$ cat config.mk
export PLATFORM = sky130hd
export DESIGN_NAME = line_pulse_signal_controller
export DESIGN_NICKNAME = d
export VERILOG_FILES = /design/src/line_pulse_pkg.sv /design/src/line_pulse_signal_controller.sv
export SDC_FILE = /design/constraint.sdc
export NUM_CORES = 1
export LEC_CHECK = 0
export BUFFER_PORTS_ARGS = -buffer_cell sky130_fd_sc_hd__clkbuf_2
export CORE_UTILIZATION = 55
export DETAILED_ROUTE_END_ITERATION = 10
export PLACE_DENSITY = 0.78
export SKIP_CTS_REPAIR_TIMING = 1
export SYNTH_ARGS = -nofsm -noshare
export SYNTH_HDL_FRONTEND = slang
export SYNTH_SLANG_ARGS = --single-unit
$ cat constraint.sdc
create_clock -name sys_clk -period 5.8 [get_ports sys_clk]
set_input_delay 1.16 -clock sys_clk [delete_from_list [all_inputs] [get_ports sys_clk]]
set_output_delay 1.16 -clock sys_clk [all_outputs]
set_load 0.02 [all_outputs]
$ cat src/line_pulse_pkg.sv
// Shared constants and carriers for the line pulse signal controller
package line_pulse_pkg;

  localparam int unsigned CLK_HZ        = 20_000_000;
  localparam int unsigned CYC_PER_US    = CLK_HZ / 1_000_000;
  // One duration step of a pulse, and the whole fixed gap between pulses
  localparam int unsigned PULSE_UNIT_US = 10_000;
  localparam int unsigned GAP_UNIT_US   = 10_000;
  localparam int unsigned PULSE_UNIT_CYC = PULSE_UNIT_US * CYC_PER_US;
  localparam int unsigned GAP_UNIT_CYC   = GAP_UNIT_US * CYC_PER_US;

  localparam logic [1:0] SUPP_NONE     = 2'h0;
  localparam logic [1:0] SUPP_EXCH     = 2'h1;
  localparam logic [1:0] SUPP_TERM     = 2'h2;
  localparam logic [1:0] SUPP_DEFAULT  = 2'h3;
  localparam logic [2:0] DUR_DEFAULT   = 3'h0;
  localparam logic [4:0] COUNT_DEFAULT = 5'h01;
  localparam logic [4:0] COUNT_ZERO    = 5'h00;
  localparam logic [4:0] COUNT_MAX_DIAL = 5'h0F;
  localparam logic [6:0] RING_DEFAULT  = 7'h00;
  localparam logic [4:0] PK_NORMAL_POL = 5'h00;
  localparam logic [4:0] PK_REVERSE_POL = 5'h01;
  localparam logic [7:0] RING_AC_BASE  = 8'h40;
  localparam logic [7:0] RING_DC_BASE  = 8'h10;
  localparam logic [7:0] RING_FREQ_BASE = 8'h19;

  typedef struct packed {
    logic [4:0] pulse_type;
    logic       supp_present;
    logic [1:0] supp;
    logic       dur_present;
    logic [2:0] dur_type;
    logic       ack_present;
    logic       ack_each;
    logic       count_present;
    logic [4:0] count;
    logic       dialled;
  } pulse_cmd_s;

  typedef struct packed {
    logic [7:0] ac_level;
    logic [7:0] dc_level;
    logic [7:0] freq;
    logic [3:0] cad_on;
    logic [3:0] cad_off;
  } ring_params_s;

endpackage

$ cat src/line_pulse_signal_controller.sv
// Per-line pulsed signal, ringing and response controller
`timescale 1ns/1ps
module line_pulse_signal_controller #(
  parameter int unsigned PULSE_UNIT_CYC = line_pulse_pkg::PULSE_UNIT_CYC,
  parameter int unsigned GAP_UNIT_CYC   = line_pulse_pkg::GAP_UNIT_CYC,
  parameter bit          SUPP_IMMEDIATE = 1'b0
) (
  input  wire logic                         sys_clk,
  input  wire logic                         rst_b,
  input  wire logic                         cmd_valid,
  input  wire line_pulse_pkg::pulse_cmd_s   cmd,
  output logic                              cmd_ready,
  output logic                              cmd_error,
  input  wire logic                         ring_start,
  input  wire logic [6:0]                   ring_type,
  input  wire logic                         ring_stop,
  output logic                              ring_active,
  output line_pulse_pkg::ring_params_s      ring_params,
  input  wire logic                         exch_msg,
  input  wire logic                         block_msg,
  input  wire logic                         term_line,
  input  wire logic                         steady_reversed,
  output logic                              pulse_on,
  output logic [4:0]                        pulse_kind,
  output logic                              line_reversed,
  output logic                              ack_valid,
  output logic                              seq_complete,
  input  wire logic                         rx_pulse_valid,
  input  wire logic [2:0]                   rx_pulse_dur,
  output logic                              report_valid,
  output logic [2:0]                        report_dur,
  input  wire logic                         aseq_done,
  input  wire logic [3:0]                   aseq_result,
  output logic                              seq_resp_valid,
  output logic [3:0]                        seq_resp_code
);

  if (PULSE_UNIT_CYC < 1 || GAP_UNIT_CYC < 1 ||
      PULSE_UNIT_CYC > 32'h1000_0000 || GAP_UNIT_CYC > 32'h1000_0000)
  begin : g_bad_timing
    $error("Pulse or gap unit out of range");
  end

  typedef enum logic [1:0] {ST_IDLE, ST_ON, ST_GAP} pulse_st_e;

  pulse_st_e   state;
  logic [31:0] timer;
  logic [4:0]  remaining;
  logic [1:0]  cur_supp;
  logic [2:0]  cur_dur;
  logic        cur_ack;
  logic        cur_each;
  logic        inhibit;
  logic        term_meta;
  logic        term_sync;
  logic        term_prev;

  ////////////////////////////////////////////////////////////////////////
  // Ringing type table
  function automatic line_pulse_pkg::ring_params_s ring_lookup(
    input logic [6:0] t
  );
    line_pulse_pkg::ring_params_s p;
    p.ac_level = line_pulse_pkg::RING_AC_BASE + {1'b0, t};
    p.dc_level = line_pulse_pkg::RING_DC_BASE + {4'h0, t[6:3]};
    p.freq     = line_pulse_pkg::RING_FREQ_BASE + {5'h00, t[2:0]};
    p.cad_on   = t[3:0] + 4'h1;
    p.cad_off  = ~t[3:0];
    return p;
  endfunction

  ////////////////////////////////////////////////////////////////////////
  // Command decode
  wire        busy        = (state != ST_IDLE);
  wire        accept      = cmd_valid & cmd_ready;
  wire [4:0]  count_eff   = cmd.count_present ? cmd.count
                                              : line_pulse_pkg::COUNT_DEFAULT;
  wire        count_zero  = (count_eff == line_pulse_pkg::COUNT_ZERO);
  wire        count_over  = cmd.dialled &
                            (count_eff > line_pulse_pkg::COUNT_MAX_DIAL);
  wire        cmd_bad     = count_zero | count_over;
  wire [1:0]  supp_eff    = cmd.supp_present ? cmd.supp
                                             : line_pulse_pkg::SUPP_DEFAULT;
  wire [2:0]  dur_eff     = cmd.dur_present ? cmd.dur_type
                                            : line_pulse_pkg::DUR_DEFAULT;
  wire        ack_eff     = cmd.ack_present;
  wire        term_evt    = term_sync ^ term_prev;
  wire        supp_hit    = busy & (block_msg |
                            (cur_supp[0] & exch_msg) |
                            (cur_supp[1] & term_evt));
  wire [31:0] on_len      = PULSE_UNIT_CYC * ({29'h0, cur_dur} + 32'h1);
  wire        on_end      = (state == ST_ON) & (timer == on_len - 32'h1);
  wire        gap_end     = (state == ST_GAP) &
                            (timer == GAP_UNIT_CYC - 32'h1);
  wire        last_end    = on_end & ((remaining == 5'h01) | inhibit |
                                      supp_hit);
  wire        abort_now   = supp_hit & (SUPP_IMMEDIATE | (state == ST_GAP));
  wire        seq_end     = last_end | (abort_now & busy);

  ////////////////////////////////////////////////////////////////////////
  // Terminal condition synchroniser
  always_ff @(posedge sys_clk or negedge rst_b) begin
    if (!rst_b) begin
      term_meta <= 1'b0;
      term_sync <= 1'b0;
      term_prev <= 1'b0;
    end else begin
      term_meta <= term_line;
      term_sync <= term_meta;
      term_prev <= term_sync;
    end
  end

  ////////////////////////////////////////////////////////////////////////
  // Pulse sequencer
  always_ff @(posedge sys_clk or negedge rst_b) begin
    if (!rst_b) begin
      state        <= ST_IDLE;
      timer        <= 32'h0000_0000;
      remaining    <= 5'h00;
      cur_supp     <= line_pulse_pkg::SUPP_DEFAULT;
      cur_dur      <= line_pulse_pkg::DUR_DEFAULT;
      cur_ack      <= 1'b0;
      cur_each     <= 1'b0;
      inhibit      <= 1'b0;
      pulse_kind   <= line_pulse_pkg::PK_NORMAL_POL;
      cmd_ready    <= 1'b1;
      cmd_error    <= 1'b0;
      ack_valid    <= 1'b0;
      seq_complete <= 1'b0;
    end else begin
      cmd_error    <= 1'b0;
      ack_valid    <= 1'b0;
      seq_complete <= 1'b0;
      unique case (state)
        ST_IDLE: begin
          if (accept && cmd_bad) begin
            cmd_error <= 1'b1;
          end else if (accept) begin
            state      <= ST_ON;
            cmd_ready  <= 1'b0;
            timer      <= 32'h0000_0000;
            remaining  <= count_eff;
            cur_supp   <= supp_eff;
            cur_dur    <= dur_eff;
            cur_ack    <= ack_eff;
            cur_each   <= cmd.ack_each;
            pulse_kind <= cmd.pulse_type;
            inhibit    <= 1'b0;
          end
        end
        ST_ON, ST_GAP: begin
          if (seq_end) begin
            state        <= ST_IDLE;
            cmd_ready    <= 1'b1;
            seq_complete <= 1'b1;
            remaining    <= on_end ? remaining - 5'h01 : remaining;
            ack_valid    <= cur_ack & (~cur_each | on_end);
          end else if (on_end) begin
            state     <= ST_GAP;
            timer     <= 32'h0000_0000;
            remaining <= remaining - 5'h01;
            ack_valid <= cur_ack & cur_each;
          end else if (gap_end) begin
            state <= ST_ON;
            timer <= 32'h0000_0000;
          end else begin
            timer <= timer + 32'h0000_0001;
            if (supp_hit) begin
              inhibit <= 1'b1;
            end
          end
        end
      endcase
    end
  end

  ////////////////////////////////////////////////////////////////////////
  // Line drive, ringing and outward reports
  always_ff @(posedge sys_clk or negedge rst_b) begin
    if (!rst_b) begin
      pulse_on      <= 1'b0;
      line_reversed <= 1'b0;
    end else begin
      pulse_on <= (state == ST_ON);
      if (pulse_on && pulse_kind == line_pulse_pkg::PK_REVERSE_POL) begin
        line_reversed <= ~steady_reversed;
      end else if (pulse_on && pulse_kind == line_pulse_pkg::PK_NORMAL_POL)
      begin
        line_reversed <= 1'b0;
      end else begin
        line_reversed <= steady_reversed;
      end
    end
  end

  always_ff @(posedge sys_clk or negedge rst_b) begin
    if (!rst_b) begin
      ring_active <= 1'b0;
      ring_params <= '0;
    end else if (ring_start) begin
      ring_active <= 1'b1;
      ring_params <= ring_lookup(ring_type);
    end else if (ring_stop) begin
      ring_active <= 1'b0;
    end
  end

  always_ff @(posedge sys_clk or negedge rst_b) begin
    if (!rst_b) begin
      report_valid   <= 1'b0;
      report_dur     <= line_pulse_pkg::DUR_DEFAULT;
      seq_resp_valid <= 1'b0;
      seq_resp_code  <= 4'h0;
    end else begin
      report_valid <= rx_pulse_valid &
                      (rx_pulse_dur != line_pulse_pkg::DUR_DEFAULT);
      if (rx_pulse_valid) begin
        report_dur <= rx_pulse_dur;
      end
      seq_resp_valid <= aseq_done;
      if (aseq_done) begin
        seq_resp_code <= aseq_result;
      end
    end
  end
endmodule

* Word-level counts from Yosys, hierarchy flattened *
Cells that the tools add are included.

storage, ports and cells
  register bits after elaboration = 103
  output and inout bits = 53
  word-level logic and storage cells = 133

cells by class
  multipliers = 1
  reduce and logical (&&, ||, !) cells = 16
  multiplexer cells = 39
  order comparisons = 1
  equal/unequal tests = 15
  bitwise logic cells = 25
  add/sub/neg operators = 8

operators with widths
  cell                                                                      number
  32-bit 2-to-1 mux                                                         5
  32-bit case mux with 2 select lines                                       1
  32-bit by 1-bit adder with 32-bit output (second input constant)          1
  32-bit by 18-bit equality test with 1-bit output (second input constant)  1
  32-bit equality test                                                      1
  22-bit by 1-bit subtractor with 23-bit output (second input constant)     1
  5-bit 2-to-1 mux                                                          4
  1-bit 2-to-1 mux                                                          18
  12-bit by 4-bit multiplier with 16-bit output (first input constant)      1
  2-bit inequality test (second input constant)                             8
  3-bit AND reduction                                                       5
  1-bit bitwise AND                                                         13
  2-bit 2-to-1 mux                                                          6
  5-bit by 1-bit equality test with 1-bit output (second input constant)    2
  5-bit zero test                                                           2
  5-bit case mux with 2 select lines                                        1
  7-bit by 7-bit adder with 8-bit output (first input constant)             1
  1-bit OR                                                                  7
  5-bit by 3-bit adder with 6-bit output (first input constant)             1
  5-bit by 4-bit adder with 6-bit output (first input constant)             1
  6-bit AND reduction                                                       1
  5-bit by 4-bit > comparator with 1-bit output (second input constant)     1
  5-bit by 1-bit subtractor with 5-bit output (second input constant)       1
  3-bit by 1-bit adder with 4-bit output (second input constant)            1
  15 further kinds                                                          21

* Longest topological paths before layout *
Gate-level depths: netlist of the first run.

  depth after elaboration = 9
  gate-level depth with buffers = 21

* Least setup slack after synthesis of the first run *
Ideal clock, no wire load.

  kind = reg-to-reg
  from = register cur_dur[0]
  to = register remaining[2]
  slack = 511 ps
  arrival = 5168 ps
  stages on the path, launching flop included = 21
  setup time = 121 ps
  period minus slack after synthesis = 5289 ps
  cells stage by stage = dfrtp_1 -> clkbuf_1 -> inv_1 -> ha_1 -> ha_1 -> xnor2_1 -> ha_1 -> a21o_1 -> ha_1 -> buf_6 -> and3_4 -> or3_4 -> a2111o_1 -> xnor2_1 -> or4_1 -> o21ai_0 -> nor4b_4 -> a21oi_2 -> or2_0 -> buf_2 -> o22a_1

on the way
  longest elaborated chain between the ends = 7

RTL lines
  element                                        line                                 source
  start: declaration                             line_pulse_signal_controller.sv:50   logic [2:0] cur_dur;
  start signal: assignment                       line_pulse_signal_controller.sv:122  cur_dur <= line_pulse_pkg::DUR_DEFAULT;
  start signal: assignment                       line_pulse_signal_controller.sv:145  cur_dur <= dur_eff;
  3-bit by 1-bit adder with 4-bit output         line_pulse_signal_controller.sv:91   wire [31:0] on_len = PULSE_UNIT_CYC * ({29'h0, cur_dur} + 32'h1);
  12-bit by 4-bit multiplier with 16-bit output  line_pulse_signal_controller.sv:91
  22-bit by 1-bit subtractor with 23-bit output  line_pulse_signal_controller.sv:92   wire on_end = (state == ST_ON) & (timer == on_len - 32'h1);
  32-bit equality test                           line_pulse_signal_controller.sv:92
  1-bit bitwise AND                              line_pulse_signal_controller.sv:92
  2-bit inequality test (no line)                -
  3-bit AND reduction (no line)                  -
  end signal: assignment                         line_pulse_signal_controller.sv:143  remaining <= count_eff;
  end signal: assignment                         line_pulse_signal_controller.sv:157  remaining <= on_end ? remaining - 5'h01 : remaining;
  end signal: assignment                         line_pulse_signal_controller.sv:162  remaining <= remaining - 5'h01;
  end: declaration                               line_pulse_signal_controller.sv:48   logic [4:0] remaining;

Every way passes these cells.
A chain may end at the register's enable or synchronous reset.

* Worst setup path in the final report of the first run *
  from = register cur_dur[1]
  to = register timer[14]

on the way
  longest elaborated chain between the ends = 9
  elaborated cells on any way between the ends = 12
  those cells by class = 2 x add/sub; 1 x mul; 2 x eq/ne; 3 x mux; 3 x bitwise; 1 x reduce/logical

RTL lines
  element                                            line                                 source
  3-bit by 1-bit adder with 4-bit output (*)         line_pulse_signal_controller.sv:91
  12-bit by 4-bit multiplier with 16-bit output (*)  line_pulse_signal_controller.sv:91
  22-bit by 1-bit subtractor with 23-bit output (*)  line_pulse_signal_controller.sv:92
  32-bit equality test (*)                           line_pulse_signal_controller.sv:92
  1-bit bitwise AND (*)                              line_pulse_signal_controller.sv:92
  1-bit bitwise AND                                  line_pulse_signal_controller.sv:95   wire last_end = on_end & ((remaining == 5'h01) | inhibit |
  1-bit OR                                           line_pulse_signal_controller.sv:98   wire seq_end = last_end | (abort_now & busy);
  2-bit inequality test (no line)                    -
  3-bit AND reduction (no line)                      -
  end signal: assignment                             line_pulse_signal_controller.sv:168  timer <= timer + 32'h0000_0001;
  end: declaration                                   line_pulse_signal_controller.sv:47   logic [31:0] timer;

Every way passes the cells marked *; elsewhere a longest branch is shown, timed or not. The select of a mux whose other input is x is not followed.

==> results of run 1 <==
## registers in the layout, indices dropped and copies added, names as in the netlist, 2 cells and up
register       count
remaining          5
state              2
seq_resp_code      4
ring_params       19
timer             32
cur_dur            3
report_dur         3
pulse_kind         5
cur_supp           2
## layout make-up
| cell class | count | area (µm²) | share of cell area |
|---|---|---|---|
| Multi-Input combinational cell | 471 | 3420 | 0.509 |
| Sequential cell | 90 | 2260 | 0.336 |
| Timing Repair Buffer | 100 | 546 | 0.0812 |
| Tap cell | 136 | 170 | 0.0253 |
| Clock buffer | 10 | 128 | 0.0190 |
| Inverter | 32 | 120 | 0.0179 |
| Clock inverter | 6 | 78.8 | 0.0117 |
## critical path, cell delays in order, from the launching register on
cell,delay [ns]
dfrtp_1,0.45
ha_1,0.32
xor2_1,0.39
ha_1,0.31
ha_1,0.34
ha_1,0.37
and3_1,0.25
a221oi_2,0.50
o21bai_1,0.33
o311a_1,0.41
o311ai_0,0.41
nand3_2,0.21
a31oi_2,0.26
buf_4,0.38
a21oi_1,0.12
o22ai_1,0.18
## metrics by stage
step                      cells  power (mW)
after floorplan             633       0.744
after global placement      829       0.790
after detailed placement    829       0.794
after CTS                   845        1.23
after global routing        845        1.27
final                       845        1.22
## logic make-up (layout without fill, tap and decap cells)
group                      count (synthesis)  count (layout)  synth area share
and+or+nand+nor                          240             240             0.211
AOI/OAI and AO/OA                        132             132             0.183
DFF                                       90              90             0.374
buffers and inverters                     72             148            0.0618
muxes                                     34              34            0.0614
xor gates and xnor gates                  33              33            0.0524
adders and majority gates                 27              27            0.0560
other                                      1               5          0.000621
## cells in the mapped netlist (3+ instances only)
library cell / instances / share of area
nand3_1: 36 / 0.030
buf_1: 3 / 0.0019
xor2_1: 10 / 0.015
mux2i_1: 10 / 0.017
buf_6: 6 / 0.011
buf_2: 4 / 0.0033
a21oi_1: 17 / 0.014
nor2b_1: 11 / 0.011
a22oi_2: 8 / 0.017
o22ai_1: 7 / 0.0073
and2_1: 13 / 0.013
o21ai_0: 19 / 0.016
nand2_1: 70 / 0.044
nor4_1: 6 / 0.0062
a211o_1: 3 / 0.0044
o311ai_0: 5 / 0.0073
a31oi_1: 13 / 0.013
o31ai_1: 7 / 0.0087
nand2b_1: 7 / 0.0073
or2_2: 3 / 0.0031
or4_1: 4 / 0.0050
clkbuf_1: 13 / 0.0081
a21o_1: 7 / 0.0087
and4_1: 3 / 0.0044
dfstp_2: 3 / 0.013
mux2_2: 24 / 0.045
and3_1: 13 / 0.013
buf_4: 14 / 0.017
nor2_1: 29 / 0.018
ha_1: 27 / 0.056
o211ai_1: 3 / 0.0037
nand4_1: 10 / 0.010
inv_1: 32 / 0.020
nor3_1: 15 / 0.012
o31ai_2: 5 / 0.010
xnor2_1: 21 / 0.030
dfrtp_1: 87 / 0.36
nor3b_1: 4 / 0.0050
o311ai_2: 11 / 0.030
o21ai_1: 3 / 0.0025
## routing by layer
metal | GRT usage | share of wire
met3 | 0.0474 | 0.050
met2 | 0.425 | 0.50
met4 | 0.0724 | 0.012
met1 | 0.306 | 0.44
met5 | 0 | 0
## final timing paths
path,from,endpoint,depth (start not counted)
max,cur_dur[1]$_DFFE_PN0P_,timer[14]$_DFFE_PN0P_,15
min,term_meta$_DFF_PN0_,term_sync$_DFF_PN0_,0
max reg2reg,cur_dur[1]$_DFFE_PN0P_,timer[14]$_DFFE_PN0P_,15
min reg2reg,term_meta$_DFF_PN0_,term_sync$_DFF_PN0_,0
max in group asynchronous,rst_b,remaining[2]$_DFFE_PN0P_,2
min in group asynchronous,rst_b,timer[24]$_DFFE_PN0P_,1
## power breakdown
part | total, mW | switching, mW | internal, mW
Sequential | 0.659 | 0.0118 | 0.647
Clock | 0.443 | 0.238 | 0.205
Combinational | 0.121 | 0.0756 | 0.0457
## placed cells by master (no fill, tap or decap), types with 19 or more instances in the layout
cell / synthesis / final
nor2_1: 29 / 29
inv_1: 32 / 32
nand3_1: 36 / 36
dfrtp_1: 87 / 87
nand2_1: 70 / 70
clkbuf_2: 0 / 92
ha_1: 27 / 27
xnor2_1: 21 / 21
mux2_2: 24 / 24
o21ai_0: 19 / 19
==> impl_metrics.tcl, run 1 <==
set metrics [dict create \
    pre_cts_ws_ns 0.535 \
    postPlaceCellArea_um2 6510 \
    hold_ws_ns 0.354 \
    port-buffer-count 93 \
    relSlewSlack 0.455 \
    fin_util 0.642 \
    async_flop_share 1.00 \
    synth_ff_type "dfrtp_1" \
    synth-seq-cells 90 \
    dp_hpwl_um 9940 \
    crit_required_ns 6.07 \
    fin_crit_sh 0.917 \
    synth_edf_count 0 \
    rrSetupSlack_ns 0.48 \
    setup_viol 0 \
    fp-row-count 37 \
    drive_above_1_share 0.258 \
    clock_latency_ns 0.35 \
    leakagePower_nw 3.04 \
    cts.sinks 90 \
    place.gp.congestion 0.858 \
    clock-root-buffer "clkbuf_8" \
    numCtsBuffers 9 \
    status "complete, no violations" \
    power_density_nw_per_um2 182 \
    hold_class "register to register" \
    dieArea_um2 11400 \
    fin_area_um2 6720 \
    crit_arrival_ns 5.58 \
    syn_inst 629 \
    clk_pin_slew_worst_paths_ns 0.09 \
    rsz0062_at_grt "no" \
    syn_to_final_growth_pct 11.3 \
    ys_warn_count 0 \
    slew_viol_final 0 \
    tightest_slew_ns 0.810 \
    antenna_left 0 \
    grt_pass1_wl_um 22500 \
    die_w_um 107 \
    grt_pass1_vias 4952 \
    fmax_mhz 188 \
    final_hold_viol_count 0 \
    antenna_found_initial 0 \
    diodes 0 \
    critPathKind "register to register" \
    die_y_um 107 \
    cts_buffer_depth 2 \
    nFillCells 862 \
    period_needed_ns 5.32 \
    skew_ns 0.00870 \
    viasPerCell 6.02 \
    wl_per_cell_um 16.0 \
    crit_path_end_kind "register" \
    cap_violations 0 \
    ys_types 74 \
    path_max_fanout 28 \
    cts_tree "done" \
    drt-initial-drc-count 354 \
    yosysSeqAreaShare 0.374 \
    grt_usage 0.244 \
    start_util 0.577 \
    synth_area_per_cell_um2 9.60 \
    worst_slack_ns 0.483 \
    fin_nets 777 \
    ios 99 \
    start_kind "register" \
    gr-total-overflow 0 \
    grt_max_degree 59 \
    firstDrtPassIters 6 \
    mappedNetlistArea_um2 6040 \
    fin_setup_tns_ns 0 \
    drc_errors 0 \
    dr_total_vias 5083 \
    htreeDepth 3 \
    irDropWorstVdd_uv 158 \
    coreArea_um2 10500 \
    postRouteWirelength_um 13500 \
]
Power figures use the tool's default switching activity.
==> inputs of run 2 (changes only) <==
CORE_UTILIZATION = 52   (was 55)
PLACE_DENSITY = 0.77   (was 0.78)
clock period = 4.64 ns   (was 5.8 ns; I/O delays follow)
==> impl_metrics.tcl, run 2 (synthesis results as in run 1) <==
set metrics [dict create \
    status "finished with violations" \
    failed_checks "negative setup slack" \
    antenna_found_initial 0 \
    min_from "term_meta$_DFF_PN0_" \
    drc_errors 0 \
    place.gp.congestion 0.877 \
    switchingPower_mw 0.422 \
    firstDrtPassIters 5 \
    htreeDepth 3 \
    timing.rr.end "timer[3]$_DFFE_PN0P_" \
    sw_frac_of_total 0.237 \
    p_total_mw 1.78 \
    reg2reg_depth 19 \
    worst_slack_ns -0.0166 \
    crit_path_end_kind "register" \
    leakagePower_nw 3.36 \
    final_cell_mix "clkbuf_2, dfrtp_1, nand2_1, buf_4, nand3_1" \
    fin_nets 814 \
    hold_ws_ns 0.348 \
    clk_pin_slew_worst_paths_ns 0.07 \
    gr-total-overflow 0 \
    combPwrFrac 0.086 \
    syn_to_final_growth_pct 23.9 \
    grt_max_degree 54 \
    fp-row-count 38 \
    crit_required_ns 4.91 \
    start_kind "register" \
    grt_usage 0.241 \
    port-buffer-count 93 \
    cts_buffer_depth 2 \
    slew_viol_final 0 \
    largest_register "timer" \
    viasPerCell 5.81 \
    final_hold_viol_count 0 \
    intPower_mw 1.36 \
    crit_arrival_ns 4.92 \
    numCtsBuffers 9 \
    skew_ns 0.00679 \
    start_util 0.545 \
    rsz0062_at_grt "yes" \
    clock_latency_ns 0.35 \
    dp_hpwl_um 10400 \
    wl_per_cell_um 16.3 \
    cap_violations 0 \
    diodes 0 \
    dr_total_vias 5147 \
    die_w_um 110 \
    dieArea_um2 12000 \
    antenna_left 0 \
    crit-reg2reg-launch "cur_dur[0]$_DFFE_PN0P_" \
    critPathKind "register to register" \
    power_density_nw_per_um2 238 \
    setup_viol 17 \
    grt_pass1_vias 4836 \
    rrSetupSlack_ns -0.02 \
    ios 99 \
    path_max_fanout 8 \
    power_frac_clock 0.451 \
    whs_endpoint "term_sync$_DFF_PN0_" \
    reg.largest.list "timer: 32 flops, ring_params: 19 flops" \
    grt_pass1_wl_um 22500 \
    die_y_um 110 \
    postRouteWirelength_um 14500 \
    cts.sinks 90 \
    drive_above_1_share 0.347 \
    fin_crit_sh 1.00 \
    period_needed_ns 4.66 \
    cts_tree "done" \
    clock-root-buffer "clkbuf_16" \
    coreArea_um2 11100 \
    fmax_mhz 215 \
    largest_reg_flops 32 \
    tightest_slew_ns 0.967 \
    irDropWorstVdd_uv 260 \
    holdPathStages 0 \
    drt-initial-drc-count 294 \
    relSlewSlack 0.350 \
    layout_commonest_cell "clkbuf_2" \
    hold_class "register to register" \
    seqPwrFrac 0.463 \
]
[run 2: how the worst max path moves through the flow]
stage	from	endpoint	depth (start not counted)
6_report	cur_dur[0]$_DFFE_PN0P_	timer[3]$_DFFE_PN0P_	19
5_1_grt	cur_dur[0]$_DFFE_PN0P_	timer[14]$_DFFE_PN0P_	19
4_1_cts	cur_dur[1]$_DFFE_PN0P_	remaining[2]$_DFFE_PN0P_	17
3_5_place_dp	cur_dur[1]$_DFFE_PN0P_	remaining[3]$_DFFE_PN0P_	17
3_3_place_gp	cur_dur[1]$_DFFE_PN0P_	remaining[3]$_DFFE_PN0P_	17
2_1_floorplan	cur_dur[0]$_DFFE_PN0P_	remaining[2]$_DFFE_PN0P_	20
[run 2: final cells by class]
cell class	instances	area [µm²]
clock buffer	11	243
sequential	90	2260
fill	880	3600
timing repair buffer	137	896
tap	140	175
clock inverter	5	85.1
inverter	32	125
multi-input combinational	471	3700
[run 2: per-layer routing]
| layer | vias to the layer above | track usage | routed length [µm] |
|---|---|---|---|
| li1 | 2491 | - | - |
| met1 | 2467 | 0.304 | 6350 |
| met2 | 169 | 0.403 | 7020 |
| met3 | 20 | 0.0510 | 793 |
| met4 | 0 | 0.0952 | 293 |
| met5 | - | 0 | 0 |
[run 2: worst max-delay path, stage by stage (launching register included)]
cell	delay (ns)
dfrtp_1	0.41
buf_6	0.15
inv_6	0.03
ha_4	0.26
ha_4	0.17
xnor2_2	0.12
ha_2	0.17
a21o_1	0.18
ha_4	0.18
a21o_1	0.19
or3_4	0.37
a2111o_1	0.54
xnor2_2	0.18
or4_4	0.54
o21ai_2	0.09
nor4b_4	0.33
a31o_4	0.31
clkbuf_16	0.19
a21oi_1	0.05
o22ai_1	0.12
[run 2: power by group through the flow]
stage	logic (mW)	registers [mW]	clock network, mW
after floorplan	0.0617	0.868	0
after global placement	0.151	0.837	0
after CTS	0.156	0.825	0.811
after global routing	0.171	0.829	0.841
final	0.153	0.824	0.802
after detailed placement	0.155	0.839	0
[run 2: stage by stage]
stage	instances	area [µm²]	setup TNS, ns	utilization	setup WS, ns
2_1_floorplan	633	6100	0	-	0.000893
3_3_place_gp	857	6750	0	0.610	0.0688
3_5_place_dp	857	6750	-0.795	0.610	-0.101
4_1_cts	873	7080	-1.88	0.639	-0.113
5_1_grt	886	7480	-4.47	0.675	-0.153
6_report	886	7480	-0.136	0.675	-0.0166
==> inputs of run 3 (changes only) <==
==> constraint.sdc (replaced) <==
create_clock -name sys_clk -period 4.64 [get_ports sys_clk]
set_input_delay 0.696 -clock sys_clk [delete_from_list [all_inputs] [get_ports sys_clk]]
set_output_delay 0.696 -clock sys_clk [all_outputs]
set_load 0.02 [all_outputs]
==> impl_metrics.tcl, run 3 (synthesis results as in run 1) <==
set metrics [dict create \
    dp_hpwl_um 10300 \
    start_util 0.545 \
    cts.sinks 90 \
    status "finished with violations" \
    leakagePower_nw 3.35 \
    place.gp.congestion 0.877 \
    switchingPower_mw 0.435 \
    seqPwrFrac 0.477 \
    slew_viol_final 0 \
    clk_pin_slew_worst_paths_ns 0.07 \
    fin_setup_tns_ns -0.847 \
    numCtsBuffers 9 \
    hold_ws_ns 0.321 \
    cts_tree "done" \
    combPwrFrac 0.089 \
    final_cell_mix "clkbuf_2, dfrtp_1, nand2_1, nand3_1, buf_4" \
    crit-reg2reg-launch "cur_dur[0]$_DFFE_PN0P_" \
    skew_ns 0.00599 \
    reg.largest.list "timer: 32 flops, ring_params: 19 flops" \
    p_total_mw 1.73 \
    crit_arrival_ns 4.93 \
    antenna_left 0 \
    tightest_slew_ns 0.970 \
    fmax_mhz 213 \
    clock-root-buffer "clkbuf_16" \
    crit_required_ns 4.87 \
    viasPerCell 5.94 \
    drive_above_1_share 0.345 \
    postPlaceCellArea_um2 6750 \
    diodes 0 \
    dieArea_um2 12000 \
    wl_per_cell_um 16.5 \
    hold_class "input port to asynchronous set/reset pin" \
    crit_path_frequent_cell "ha_4" \
    path_cells "buf_6 -> inv_6 -> ha_4 -> ha_4 -> xnor2_2 -> ha_2 -> a21o_1 -> ha_4 -> and3_4 -> or3_4 -> a2111o_1 -> xnor2_2 -> or4_4 -> o21ai_4 -> nor4b_4 -> a21oi_2 -> or2_4 -> o22a_1" \
    pre_cts_ws_ns -0.120 \
    firstDrtPassIters 5 \
    start_kind "register" \
    grt_pass1_wl_um 22400 \
    grt_usage 0.239 \
    die_y_um 110 \
    failed_checks "negative setup slack" \
    timing.rr.end "remaining[3]$_DFFE_PN0P_" \
    dp_cells 857 \
    crit_slowest_cell "a2111o_1" \
    crit_path_end_kind "register" \
    htreeDepth 3 \
    postRouteWirelength_um 14600 \
    grt_max_degree 51 \
    critPathKind "register to register" \
    largest_reg_flops 32 \
    gr-total-overflow 0 \
    period_needed_ns 4.70 \
    irDropWorstVdd_uv 360 \
    coreArea_um2 11100 \
    drt-initial-drc-count 309 \
    die_w_um 110 \
    nFillCells 851 \
    worst_slack_ns -0.0597 \
    sw_frac_of_total 0.252 \
    rrSetupSlack_ns -0.06 \
    antenna_found_initial 0 \
    fin_crit_sh 1.01 \
    dr_total_vias 5260 \
    path_max_fanout 6 \
    setup_viol 30 \
    port-buffer-count 93 \
    layout_commonest_cell "clkbuf_2" \
    intPower_mw 1.29 \
    clock_latency_ns 0.35 \
    stdcell_count 885 \
    reg2reg_depth 18 \
    cts_buffer_depth 2 \
    relSlewSlack 0.348 \
    fin_util 0.673 \
    largest_register "timer" \
    syn_to_final_growth_pct 23.4 \
    power_density_nw_per_um2 232 \
    final_hold_viol_count 0 \
    rsz0062_at_grt "yes" \
    cp_slowest_stage_delay_ns 0.55 \
    fin_area_um2 7450 \
    power_frac_clock 0.435 \
    fin_nets 813 \
    fp-row-count 38 \
    cap_violations 0 \
    ios 99 \
    drc_errors 0 \
    grt_pass1_vias 4924 \
]
## run 3: changes by cell type in the layout (fill, tap and decap cells not counted), sizes merged
cell      before  now
buf           42   41
bufinv         2    1
clkbuf       106  105
clkinvlp       1    2
inv           33   34
## run 3: layer usage
layer  wire length (µm)  vias to the layer above  global-route usage
met5                  0                        -                   0
met4                427                        0               0.116
met3                734                       34              0.0385
met2               7110                      180               0.407
met1               6290                     2553               0.294
li1                   -                     2493                   -
## run 3: how the worst max path moves through the flow
stage	startpoint	to	slack (ns)	depth (start not counted)
after floorplan	cur_dur[0]$_DFFE_PN0P_	remaining[2]$_DFFE_PN0P_	0.0009	20
after global placement	cur_dur[1]$_DFFE_PN0P_	remaining[3]$_DFFE_PN0P_	0.07	17
after detailed placement	cur_dur[1]$_DFFE_PN0P_	remaining[3]$_DFFE_PN0P_	-0.12	17
after CTS	cur_dur[1]$_DFFE_PN0P_	remaining[3]$_DFFE_PN0P_	-0.12	17
after global routing	cur_dur[0]$_DFFE_PN0P_	timer[27]$_DFFE_PN0P_	-0.19	20
final	cur_dur[0]$_DFFE_PN0P_	remaining[3]$_DFFE_PN0P_	-0.06	18
## run 3: final cells by class
cell class	instances	area, µm²	area share
repair buffers	136	888	0.119
flip-flops and latches	90	2260	0.303
inverters	32	125	0.0168
clock buffers	10	229	0.0307
well taps	140	175	0.0235
clock inverters	6	73.8	0.00991
multi-input cells	471	3700	0.497
## run 3: critical path, delay by kind of cell, from the launching register on
| family | cells | cell delay, ns |
|---|---|---|
| and+or+nand+nor | 5 | 1.66 |
| buffers and inverters | 2 | 0.18 |
| AOI/OAI and AO/OA | 5 | 1.17 |
| xor gates and xnor gates | 2 | 0.30 |
| adders and majority gates | 4 | 0.86 |
| DFF | 1 | 0.40 |
## run 3: power groups by stage
stage          logic, mW  registers, mW  clock network, mW
2_1_floorplan     0.0617          0.868                  0
3_3_place_gp       0.151          0.837                  0
3_5_place_dp       0.155          0.839                  0
4_1_cts            0.155          0.823              0.766
5_1_grt            0.171          0.827              0.795
6_report           0.153          0.823              0.750
